--- src/rtl/ata_regs_pkg.sv ---
// Constants for the task-file register block
package ata_regs_pkg;
	localparam int PIN_W = 15;
	localparam logic [14:0] PIN_IDLE = 15'h7800;
	// Command block indexes (ctl block uses 6)
	localparam logic [2:0] IDX_DATA = 3'h0;
	localparam logic [2:0] IDX_ERROR = 3'h1;
	localparam logic [2:0] IDX_COUNT = 3'h2;
	localparam logic [2:0] IDX_SECTOR = 3'h3;
	localparam logic [2:0] IDX_CYL_LO = 3'h4;
	localparam logic [2:0] IDX_CYL_HI = 3'h5;
	localparam logic [2:0] IDX_UNIT_HEAD = 3'h6;
	localparam logic [2:0] IDX_STATUS = 3'h7;
	localparam logic [2:0] IDX_ALT_STATUS = 3'h6;
	localparam int BIT_SOFT_RESET = 2;
	localparam int BIT_NIEN = 1;
	localparam int BIT_UNIT = 4;
	localparam logic [2:0] UH_FIXED = 3'h5;
	localparam logic [7:0] RST_ERROR = 8'h01;
	localparam logic [7:0] RST_COUNT = 8'h01;
	localparam logic [7:0] RST_SECTOR = 8'h01;
	localparam logic [7:0] RST_CYL = 8'h00;
	localparam logic [7:0] RST_UNIT_HEAD = 8'ha0;
	localparam logic [8:0] FULL_COUNT = 9'h100;
	localparam logic [7:0] CMD_READ = 8'h20;
	localparam logic [7:0] CMD_READ_NR = 8'h21;
	localparam logic [7:0] CMD_READ_LONG = 8'h22;
	localparam logic [7:0] CMD_WRITE = 8'h30;
	localparam logic [7:0] CMD_WRITE_NR = 8'h31;
	localparam logic [7:0] CMD_WRITE_LONG = 8'h32;
	localparam logic [7:0] CMD_VERIFY = 8'h40;
	localparam logic [7:0] CMD_VERIFY_NR = 8'h41;
	localparam logic [7:0] CMD_FORMAT = 8'h50;
	localparam logic [7:0] CMD_DIAG = 8'h90;
	localparam logic [7:0] CMD_INIT_PARAMS = 8'h91;
	localparam logic [7:0] CMD_READ_DMA = 8'hc8;
	localparam logic [7:0] CMD_READ_DMA_NR = 8'hc9;
	localparam logic [7:0] CMD_READ_BUF = 8'he4;
	localparam logic [7:0] CMD_WRITE_BUF = 8'he8;
	localparam logic [7:0] CMD_IDENTIFY = 8'hec;
	localparam logic [7:0] CMD_EXTENDED = 8'hf0;
	localparam logic [3:0] NIB_RECAL = 4'h1;
	localparam logic [3:0] NIB_SEEK = 4'h7;
	localparam int CLK_PERIOD_NS = 50;
	localparam int CLK_HZ = 20_000_000;
	localparam int BUSY_SET_NS = 400;
	localparam int BUSY_SET_CYC = BUSY_SET_NS / CLK_PERIOD_NS;
	localparam int WR_BUSY_NS = 5000;
	localparam int WR_BUSY_CYC = WR_BUSY_NS / CLK_PERIOD_NS;
	localparam int RESET_BUSY_S = 30;
	localparam int RESET_BUSY_CYC = RESET_BUSY_S * CLK_HZ;
	typedef enum logic [2:0] {
		CLS_OTHER, CLS_READ, CLS_WRITE, CLS_DMA_READ, CLS_GEOMETRY,
		CLS_EXTENDED, CLS_DIAG
	} cmd_class_e;
endpackage

--- src/rtl/ata_task_file_registers.sv ---
// Task-file command block registers with status, busy and lockout
`timescale 1ns/10ps
`default_nettype none
module ata_task_file_registers #(
	parameter int unsigned RESET_BUSY_MAX = ata_regs_pkg::RESET_BUSY_CYC
) (
	input  wire logic                     clk_i,
	input  wire logic                     rstn_i,
	input  wire logic                     command_block_select_n_i,
	input  wire logic                     control_block_select_n_i,
	input  wire logic [2:0]               da_i,
	input  wire logic                     rd_n_i,
	input  wire logic                     wr_n_i,
	input  wire logic [7:0]               dd_i,
	output logic [7:0]                    dd_o,
	output logic                          dd_oe_n_o,
	output logic                          irq_o,
	input  wire logic                     unit_id_i,
	input  wire logic                     sector_done_i,
	input  wire logic                     cmd_done_i,
	input  wire logic                     cmd_error_i,
	input  wire logic [7:0]               err_code_i,
	input  wire logic                     intr_req_i,
	input  wire logic                     buf_filled_i,
	input  wire logic                     release_i,
	input  wire logic                     ready_live_i,
	input  wire logic                     write_fault_live_i,
	input  wire logic                     settle_live_i,
	input  wire logic                     transfer_request_i,
	input  wire logic                     corrected_i,
	input  wire logic                     index_i,
	output logic                          cmd_start_o,
	output logic [7:0]                    cmd_code_o,
	output ata_regs_pkg::cmd_class_e      cmd_class_o,
	output logic [7:0]                    count_param_o,
	output logic [8:0]                    count_total_o,
	output logic [7:0]                    sector_param_o,
	output logic [15:0]                   cylinder_param_o,
	output logic [3:0]                    head_number_bits_o,
	output logic                          unit_select_bit_o,
	output logic [7:0]                    feature_param_o,
	output logic                          busy_flag_o
);
	import ata_regs_pkg::*;

	localparam int RC_W = $clog2(RESET_BUSY_MAX + 1);

	function automatic logic busy_on_cmd(input logic [7:0] c);
		busy_on_cmd = (c[7:4] == NIB_RECAL) | (c[7:4] == NIB_SEEK)
			| (c == CMD_READ) | (c == CMD_READ_NR)
			| (c == CMD_READ_LONG) | (c == CMD_VERIFY)
			| (c == CMD_VERIFY_NR) | (c == CMD_INIT_PARAMS)
			| (c == CMD_DIAG) | (c == CMD_IDENTIFY)
			| (c == CMD_READ_BUF);
	endfunction

	function automatic cmd_class_e class_of(input logic [7:0] c);
		case (c)
			CMD_READ, CMD_READ_NR, CMD_READ_LONG: class_of = CLS_READ;
			CMD_WRITE, CMD_WRITE_NR, CMD_WRITE_LONG,
			CMD_WRITE_BUF: class_of = CLS_WRITE;
			CMD_READ_DMA, CMD_READ_DMA_NR: class_of = CLS_DMA_READ;
			CMD_INIT_PARAMS, CMD_FORMAT: class_of = CLS_GEOMETRY;
			CMD_EXTENDED: class_of = CLS_EXTENDED;
			CMD_DIAG: class_of = CLS_DIAG;
			default: class_of = CLS_OTHER;
		endcase
	endfunction

	// Pin synchroniser; a bit changes once stages 2 and 3 agree
	logic [PIN_W-1:0] pin_s1;
	logic [PIN_W-1:0] pin_s2;
	logic [PIN_W-1:0] pin_s3;
	logic [PIN_W-1:0] pin_f;
	wire  [PIN_W-1:0] pin_raw = {command_block_select_n_i,
		control_block_select_n_i, rd_n_i, wr_n_i, da_i, dd_i};

	always_ff @(posedge clk_i or negedge rstn_i) begin
		if (!rstn_i) begin
			pin_s1 <= PIN_IDLE;
			pin_s2 <= PIN_IDLE;
			pin_s3 <= PIN_IDLE;
			pin_f  <= PIN_IDLE;
		end else begin
			pin_s1 <= pin_raw;
			pin_s2 <= pin_s1;
			pin_s3 <= pin_s2;
			pin_f  <= (pin_s2 & pin_s3) | (pin_f & (pin_s2 ^ pin_s3));
		end
	end

	wire       cmd_sel = ~pin_f[14];
	wire       ctl_sel = ~pin_f[13];
	wire       rd_n_f  = pin_f[12];
	wire       wr_n_f  = pin_f[11];
	wire [2:0] da_f    = pin_f[10:8];

	// Address and data caught while the write strobe is low, used at
	// its rising edge so late skew between pins cannot corrupt them
	logic       rd_n_d;
	logic       wr_n_d;
	logic [12:0] wr_lat;

	always_ff @(posedge clk_i or negedge rstn_i) begin
		if (!rstn_i) begin
			rd_n_d <= 1'b1;
			wr_n_d <= 1'b1;
			wr_lat <= '0;
		end else begin
			rd_n_d <= rd_n_f;
			wr_n_d <= wr_n_f;
			if (!wr_n_f)
				wr_lat <= {cmd_sel, ctl_sel, pin_f[10:0]};
		end
	end

	wire       rd_fall = rd_n_d & ~rd_n_f;
	wire       wr_rise = ~wr_n_d & wr_n_f;
	wire [2:0] wr_da   = wr_lat[10:8];
	wire [7:0] wr_dd   = wr_lat[7:0];

	logic       busy_flag;
	logic       soft_reset_bit;
	logic       int_disable;
	logic       unit_id;
	logic       strap_taken;
	logic [7:0] count_param;
	logic [7:0] sector_param;
	logic [7:0] cyl_lo;
	logic [7:0] cyl_hi;
	logic [4:0] unit_head;
	logic [7:0] feature_param;
	logic [7:0] error_reg;

	wire selected = unit_head[BIT_UNIT] == unit_id;
	wire blk_wr = wr_rise & wr_lat[12] & ~wr_lat[11];
	wire ctl_wr = wr_rise & wr_lat[11] & ~wr_lat[12]
		& (wr_da == IDX_ALT_STATUS);
	wire reg_wr = blk_wr & ~busy_flag;
	wire cmd_wr = reg_wr & (wr_da == IDX_STATUS);
	wire cmd_accept = cmd_wr & (selected | (wr_dd == CMD_DIAG));
	wire blk_rd = rd_fall & cmd_sel & ~ctl_sel & selected;
	wire status_rd = blk_rd & (da_f == IDX_STATUS);
	wire alt_rd = rd_fall & ctl_sel & ~cmd_sel & selected
		& (da_f == IDX_ALT_STATUS);
	wire err_done = cmd_done_i & cmd_error_i;

	// Strap level caught once, after reset release
	always_ff @(posedge clk_i or negedge rstn_i) begin
		if (!rstn_i) begin
			strap_taken <= 1'b0;
			unit_id     <= 1'b0;
		end else if (!strap_taken) begin
			strap_taken <= 1'b1;
			unit_id     <= unit_id_i;
		end
	end

	// Device control: soft reset and interrupt disable
	always_ff @(posedge clk_i or negedge rstn_i) begin
		if (!rstn_i) begin
			soft_reset_bit <= 1'b0;
			int_disable    <= 1'b0;
		end else if (ctl_wr) begin
			soft_reset_bit <= wr_dd[BIT_SOFT_RESET];
			int_disable    <= wr_dd[BIT_NIEN];
		end
	end

	// Parameter registers; controller updates win over host writes
	always_ff @(posedge clk_i or negedge rstn_i) begin
		if (!rstn_i) begin
			count_param   <= RST_COUNT;
			sector_param  <= RST_SECTOR;
			cyl_lo        <= RST_CYL;
			cyl_hi        <= RST_CYL;
			unit_head     <= RST_UNIT_HEAD[4:0];
			feature_param <= '0;
			error_reg     <= RST_ERROR;
		end else if (soft_reset_bit) begin
			count_param   <= RST_COUNT;
			sector_param  <= RST_SECTOR;
			cyl_lo        <= RST_CYL;
			cyl_hi        <= RST_CYL;
			unit_head     <= RST_UNIT_HEAD[4:0];
			error_reg     <= RST_ERROR;
		end else begin
			if (reg_wr && wr_da == IDX_COUNT)
				count_param <= wr_dd;
			if (reg_wr && wr_da == IDX_SECTOR)
				sector_param <= wr_dd;
			if (reg_wr && wr_da == IDX_CYL_LO)
				cyl_lo <= wr_dd;
			if (reg_wr && wr_da == IDX_CYL_HI)
				cyl_hi <= wr_dd;
			if (reg_wr && wr_da == IDX_UNIT_HEAD)
				unit_head <= wr_dd[4:0];
			if (reg_wr && wr_da == IDX_ERROR)
				feature_param <= wr_dd;
			if (sector_done_i) begin
				count_param  <= count_param - 8'h01;
				sector_param <= sector_param + 8'h01;
			end
			if (err_done)
				error_reg <= err_code_i;
		end
	end

	// Busy: reset phase bounded by a cycle counter
	logic            rst_phase;
	logic [RC_W-1:0] rst_cnt;
	logic            next_busy;
	wire rst_timeout = rst_phase & busy_flag & ~soft_reset_bit
		& (rst_cnt == RC_W'(RESET_BUSY_MAX - 1));
	wire busy_set = soft_reset_bit
		| (cmd_accept & busy_on_cmd(wr_dd))
		| buf_filled_i;
	wire busy_clr = cmd_done_i | release_i | rst_timeout;

	always_comb begin
		next_busy = busy_flag;
		if (busy_clr)
			next_busy = 1'b0;
		if (busy_set)
			next_busy = 1'b1;
	end

	always_ff @(posedge clk_i or negedge rstn_i) begin
		if (!rstn_i) begin
			busy_flag <= 1'b1;
			rst_phase <= 1'b1;
			rst_cnt   <= '0;
		end else begin
			busy_flag <= next_busy;
			rst_phase <= soft_reset_bit | (rst_phase & next_busy);
			if (soft_reset_bit || !rst_phase)
				rst_cnt <= '0;
			else
				rst_cnt <= rst_cnt + 1'b1;
		end
	end

	// Status flags; an event in the clearing cycle wins
	logic       err_flag;
	logic       fixed_data_flag;
	logic       rotation_mark_flag;
	logic       frozen;
	logic [2:0] held;
	logic       irq_pend;

	always_ff @(posedge clk_i or negedge rstn_i) begin
		if (!rstn_i) begin
			err_flag           <= 1'b0;
			fixed_data_flag    <= 1'b0;
			rotation_mark_flag <= 1'b0;
			frozen             <= 1'b0;
			held               <= '0;
			irq_pend           <= 1'b0;
		end else begin
			rotation_mark_flag <= index_i;
			if (cmd_accept)
				err_flag <= 1'b0;
			if (err_done)
				err_flag <= 1'b1;
			if (cmd_accept)
				fixed_data_flag <= 1'b0;
			if (corrected_i)
				fixed_data_flag <= 1'b1;
			if (!frozen)
				held <= {ready_live_i, write_fault_live_i, settle_live_i};
			if (status_rd)
				frozen <= 1'b0;
			if (err_done)
				frozen <= 1'b1;
			if (status_rd || soft_reset_bit)
				irq_pend <= 1'b0;
			if (cmd_done_i || intr_req_i)
				irq_pend <= 1'b1;
		end
	end

	wire [2:0] live3 = {ready_live_i, write_fault_live_i, settle_live_i};
	wire [2:0] shown = frozen ? held : live3;
	wire [7:0] status_word = {busy_flag, shown, transfer_request_i,
		fixed_data_flag, rotation_mark_flag, err_flag};
	wire [7:0] uh_word = {UH_FIXED, unit_head};

	logic [7:0] reg_word;
	always_comb begin
		case (da_f)
			IDX_ERROR:     reg_word = error_reg;
			IDX_COUNT:     reg_word = count_param;
			IDX_SECTOR:    reg_word = sector_param;
			IDX_CYL_LO:    reg_word = cyl_lo;
			IDX_CYL_HI:    reg_word = cyl_hi;
			IDX_UNIT_HEAD: reg_word = uh_word;
			IDX_STATUS:    reg_word = status_word;
			default:       reg_word = '0;
		endcase
	end

	// Read data held in a flop; pin driven until the strobe rises
	wire [7:0] rd_word = (busy_flag || alt_rd) ? status_word : reg_word;
	logic drive_q;

	always_ff @(posedge clk_i or negedge rstn_i) begin
		if (!rstn_i) begin
			dd_o    <= '0;
			drive_q <= 1'b0;
		end else begin
			if (blk_rd || alt_rd)
				dd_o <= rd_word;
			if (rd_n_f)
				drive_q <= 1'b0;
			else if (blk_rd || alt_rd)
				drive_q <= 1'b1;
		end
	end

	assign dd_oe_n_o = ~drive_q;
	assign irq_o = irq_pend & ~int_disable & selected;

	// Command hand-off to the controller
	always_ff @(posedge clk_i or negedge rstn_i) begin
		if (!rstn_i) begin
			cmd_start_o <= 1'b0;
			cmd_code_o  <= '0;
			cmd_class_o <= CLS_OTHER;
		end else begin
			cmd_start_o <= cmd_accept;
			if (cmd_accept) begin
				cmd_code_o  <= wr_dd;
				cmd_class_o <= class_of(wr_dd);
			end
		end
	end

	assign count_param_o = count_param;
	assign count_total_o = (count_param == 8'h00) ? FULL_COUNT
		: {1'b0, count_param};
	assign sector_param_o = sector_param;
	assign cylinder_param_o = {cyl_hi, cyl_lo};
	assign head_number_bits_o = unit_head[3:0];
	assign unit_select_bit_o = unit_head[BIT_UNIT];
	assign feature_param_o = feature_param;
	assign busy_flag_o = busy_flag;

	localparam int BSC = BUSY_SET_CYC;
	localparam int WBC = WR_BUSY_CYC;
endmodule
`default_nettype wire

--- config.mk ---
export PLATFORM = sky130hd
export DESIGN_NAME = ata_task_file_registers
export DESIGN_NICKNAME = d
export VERILOG_FILES = /design/src/rtl/ata_regs_pkg.sv /design/src/rtl/ata_task_file_registers.sv
export SDC_FILE = /design/constraint.sdc
export NUM_CORES = 1
export LEC_CHECK = 0
export BUFFER_PORTS_ARGS = -buffer_cell sky130_fd_sc_hd__buf_4
export CAP_MARGIN = 25
export CORE_AREA = 2 2 152 117
export DETAILED_ROUTE_END_ITERATION = 8
export DIE_AREA = 0 0 154 119
export HOLD_SLACK_MARGIN = 0.08
export PLACE_DENSITY = 0.75
export SLEW_MARGIN = 20
export SYNTH_ARGS = -nofsm -noshare
export SYNTH_HDL_FRONTEND = slang
export SYNTH_SLANG_ARGS = --single-unit
--- constraint.sdc ---
create_clock -name clk_i -period 2 [get_ports clk_i]
set_clock_uncertainty 0.05 [all_clocks]
set_input_delay 0.1 -clock clk_i [delete_from_list [all_inputs] [get_ports clk_i]]
set_output_delay 0.1 -clock clk_i [all_outputs]
set_load 0.05 [all_outputs]
* Word level (Yosys, flattened, before mapping) *
Cells that the tools add are included.

word-level totals
  ROM bits = 0
  memories = 0
  register bits = 193
  input bits = 38
  logic and storage cells = 186
  latch bits = 0
  RAM bits = 0
  output and inout port bits = 77

cells by class
  multiplexer cells = 31
  shift operators = 0
  bitwise gates (word level) = 56
  divide/modulo/power cells = 0
  eq/ne operators = 35
  $mul = 0
  $add $sub $neg = 3
  magnitude comparators = 0
  reduce and logical (&&, ||, !) cells = 29

operators with widths
  cell                                               count
  2-to-1 mux 8 bit                                   13
  == test 8 bit (second input constant)              8
  one-hot mux 8 bit (7 select lines)                 1
  == test 8 x 6 -> 1 bit (second input constant)     6
  adder 30 x 1 -> 30 bit (second input constant)     1
  bitwise AND 15 bit                                 2
  == test 30 bit (second input constant)             1
  2-to-1 mux 30 bit                                  1
  bitwise AND 1 bit                                  26
  == test 3 bit (second input constant)              8
  == test 8 x 7 -> 1 bit (second input constant)     3
  one-hot mux 3 bit (6 select lines)                 1
  nonzero test 2 bit                                 9
  bitwise OR 1 bit                                   16
  bitwise OR 15 bit                                  1
  bitwise XOR 15 bit                                 1
  == test 3 x 2 -> 1 bit (second input constant)     4
  2-to-1 mux 1 bit                                   11
  2-to-1 mux 5 bit                                   2
  NOT 1 bit                                          10
  2-to-1 mux 9 bit                                   1
  adder 8 x 1 -> 8 bit (second input constant)       1
  logical NOT 8 bit                                  1
  subtractor 8 x 1 -> 8 bit (second input constant)  1
  other kinds (13)                                   25

* Longest topological paths before layout *
  word-level depth = 17
  gate-level depth with buffers = 7

* Worst setup path before layout *
No wires, ideal clock.

  path kind = register to output
  from = register count_param[2] (netlist: count_param_o[2])
  to = output count_total_o[0]
  stages on the path, launching flop included = 5
  arrival time = 3089 ps
  slack = -1239 ps
  required time = 1850 ps
  cells stage by stage = dfrtp_1 nor4_1 nand2b_1 nor3b_1 nor2_1

on the way
  word-level cells in the longest chain between the ends = 2

RTL lines
  element                 line                            source
  start, declared         ata_task_file_registers.sv:127  logic [7:0] count_param;
  start signal, assigned  ata_task_file_registers.sv:189  count_param <= wr_dd;
  start signal, assigned  ata_task_file_registers.sv:201  count_param <= count_param - 8'h01;
  logical NOT 8 bit       ata_task_file_registers.sv:339  assign count_total_o = (count_param == 8'h00) ? FULL_COUNT
  2-to-1 mux 9 bit        ata_task_file_registers.sv:339
  end, declared           ata_task_file_registers.sv:36   output logic [8:0] count_total_o,

Every way passes these cells.

* Worst setup path after layout *
  from = register count_param[3] (netlist: count_param_o[3])
  to = output count_total_o[1]

The elaborated chain is that of the path after synthesis.

==> results.sh <==
export IMPL_status="completed"
export IMPL_clock_latency_ns=0.44
export IMPL_final_layout_size_suffix_gt1_frac=0.3006
export IMPL_drt_first_pass_iters=5
export IMPL_largest_register="rst_cnt"
export IMPL_wl_met3_mm=1.616
export IMPL_endpoint_kind="output port"
export IMPL_netlist_top_cells_area="dfrtp_1 50%, dfstp_2 7.1%, nand2_1 3.8%"
export IMPL_cts_tree="yes"
export IMPL_avgSynthCellArea_um2=11.20
export IMPL_largest_register_ffs=30
export IMPL_insertedDiodeCount=0
export IMPL_synth_edf_count=0
export IMPL_r2r_start="rst_cnt[11]"
export IMPL_rsz0062_at_grt="true"
export IMPL_ant_nets=0
export IMPL_async_flop_share=1.000
export IMPL_gp_congestion=0.8808
export IMPL_period_share=0.9998
export IMPL_drc=0
export IMPL_cpPeakStageDelay_ns=0.43
export IMPL_hold_violations=0
export IMPL_clock_sinks=193
export IMPL_max_freq_mhz=500.1
export IMPL_antenna_found_initial=0
export IMPL_multiInputGateArea_mm2=0.003558
export IMPL_grt_max_degree=57
export IMPL_num_rows=42
export IMPL_crit_chain="nor4_4 > nand2b_1 > nor3b_4 > nor2_4 > buf_8"
export IMPL_nets=1002
export IMPL_p_leak_nw=5.128
export IMPL_yosysWarnings=0
export IMPL_grt_usage=0.2424
export IMPL_vias_per_cell=5.578
export IMPL_startpoint="count_param_o[3]"
export IMPL_dieArea_mm2=0.01833
export IMPL_critPathKind="reg2out"
export IMPL_worstSetupStartpointType="register"
export IMPL_cts_max_path_buffers=2
export IMPL_n_fill_cell=1294
export IMPL_cp_max_fo=3
export IMPL_numCtsBuffers=17
export IMPL_reg2reg_depth=5
export IMPL_setup_viol=0
export IMPL_clockRootBuffer="clkbuf_16"
export IMPL_grt_pass1_vias=6511
export IMPL_fin_area_mm2=0.01104
export IMPL_top_layer="met4"
export IMPL_area_growth_syn_to_layout_pct=29.22
export IMPL_power_w=0.01312
export IMPL_core_area_mm2=0.01708
export IMPL_synth_main_ff_cell="dfrtp_1"
export IMPL_dp_hpwl_mm=14.72
export IMPL_fp_dieH_um=119
export IMPL_grt_ovfl_total=0
export IMPL_fin_crit_ns=2.000
export IMPL_synth_distinct_cells=75
export IMPL_drt_met1_wl_mm=9.889
export IMPL_slew_viol_final=0
export IMPL_synthesis_nets=820
export IMPL_cts_clk_slew_worst_paths_ns=0.07
export IMPL_cap_violations=0
export IMPL_crit_path_top_delay_cell="dfrtp_2"
export IMPL_whs_ns=0.1443
export IMPL_cts_max_level=4
export IMPL_ys_seq_elements=193
export IMPL_p_per_area_mw_per_mm2=1188
export IMPL_most_common_layout_cells="166 x dfrtp_1, 163 x buf_4, 87 x nand2_1"
export IMPL_grt_pass1_wl_mm=34.58
export IMPL_dpl_cell_area_mm2=0.009977
export IMPL_start_util=0.5004
export IMPL_worstPathArrival_ns=1.85
export IMPL_die_w_um=154
export IMPL_ir_drop_mv=0.7526
export IMPL_syn_instance_count=763
export IMPL_synth_seq_area_share=0.5684
export IMPL_reg2reg_to="rst_cnt[26]"
export IMPL_wl_met2_mm=9.595
export IMPL_final_common_cell="dfrtp_1"
export IMPL_wl_per_cell_um=18.22
export IMPL_num_io_pins=115
export IMPL_rrSetupSlack_ns=0.07
export IMPL_vias=6571
export IMPL_drt_initial_drc_count=645
export IMPL_hold_path_class="in2async"
export IMPL_yosys_area_top_type="dfrtp_1"
export IMPL_port_buffers=114
export IMPL_finalSetupTns_ns=0
export IMPL_drt_wl_total_mm=21.46
export IMPL_synth_top_area_frac=0.4977
export IMPL_final_util=0.6467
export IMPL_regArea_mm2=0.004863
export IMPL_required_ns=1.85
export IMPL_netlist_area_mm2=0.008547
power breakdown:
group,internal (W),total (W),leakage (nW),switching [W]
Combinational,0.00160,0.00459,2.45,0.00299
Clock,0.00189,0.00339,0.282,0.00150
Sequential,0.00452,0.00514,2.40,0.000619
Total,0.00800,0.0131,5.13,0.00511
how the worst max path moves through the flow:
stage	endpoint	slack [ns]
6_report	count_total_o[1]	0.0003
5_1_grt	count_total_o[0]	-0.08
4_1_cts	count_total_o[0]	-0.005
3_5_place_dp	count_param_o[0]	-0.001
3_3_place_gp	count_param_o[0]	0.06
2_1_floorplan	count_total_o[0]	-0.09
cell type report:
class,instances,area share
multi-input combinational,513,0.3222
tap,220,0.02492
inverter,12,0.004078
clock buffer,21,0.04078
clock inverter,11,0.01178
sequential,193,0.4404
timing repair buffer,208,0.1559
routing by layer:
metal | GRT usage | up-vias
met5 | 0 | -
met4 | 0.06776 | 0
met3 | 0.06368 | 31
met2 | 0.3649 | 252
met1 | 0.3498 | 3218
li1 | - | 3070
cells in the mapped netlist (8+ instances only):
| cell | instances |
|---|---|
| clkbuf_1 | 31 |
| mux2i_1 | 20 |
| ha_1 | 19 |
| nand2_1 | 87 |
| inv_1 | 11 |
| nor2_1 | 61 |
| nand4_1 | 11 |
| a21oi_1 | 50 |
| xor2_1 | 16 |
| dfstp_2 | 23 |
| mux2_2 | 25 |
| dfrtp_1 | 170 |
| a21o_1 | 20 |
| nand3_1 | 32 |
| xnor2_1 | 16 |
| nor3_1 | 8 |
| o21ai_0 | 24 |
what timing repair did:
action / 4_1_cts / 5_1_grt
endpoints found under the setup margin: 6 / 33
hold buffers: 35 / 0
hold endpoints to repair: 210 / 0
cloned: 0 / 1
resized for setup: 6 / 9
setup buffers: 5 / 2
pin swaps: 2 / 6
critical path, delay by kind of cell, from the launching register on:
family	cells	cell delay, ns
simple gates	4	0.82
flops	1	0.43
buf+inv	1	0.15
logic make-up (layout without fill, tap and decap cells):
logic type	count (synthesis)	after routing	share of synthesized area
AND/OR/NAND/NOR	264	264	0.1555
flip-flops	193	193	0.5684
AO/OA/AOI/OAI	145	145	0.1162
buffers and inverters	57	252	0.02796
multiplexers	52	52	0.07085
XOR/XNOR	32	32	0.03279
adder cells (fa/ha/maj)	19	19	0.02781
other	1	1	0.0004388
through the flow:
stage	cells	worst slack, ns
6_report	1178	0.0003185
5_1_grt	1178	-0.08192
4_1_cts	1175	-0.004954
3_5_place_dp	1103	-0.001365
3_3_place_gp	1103	0.05921
2_1_floorplan	763	-0.08690
No activity file was read; power rests on OpenSTA's default activity.
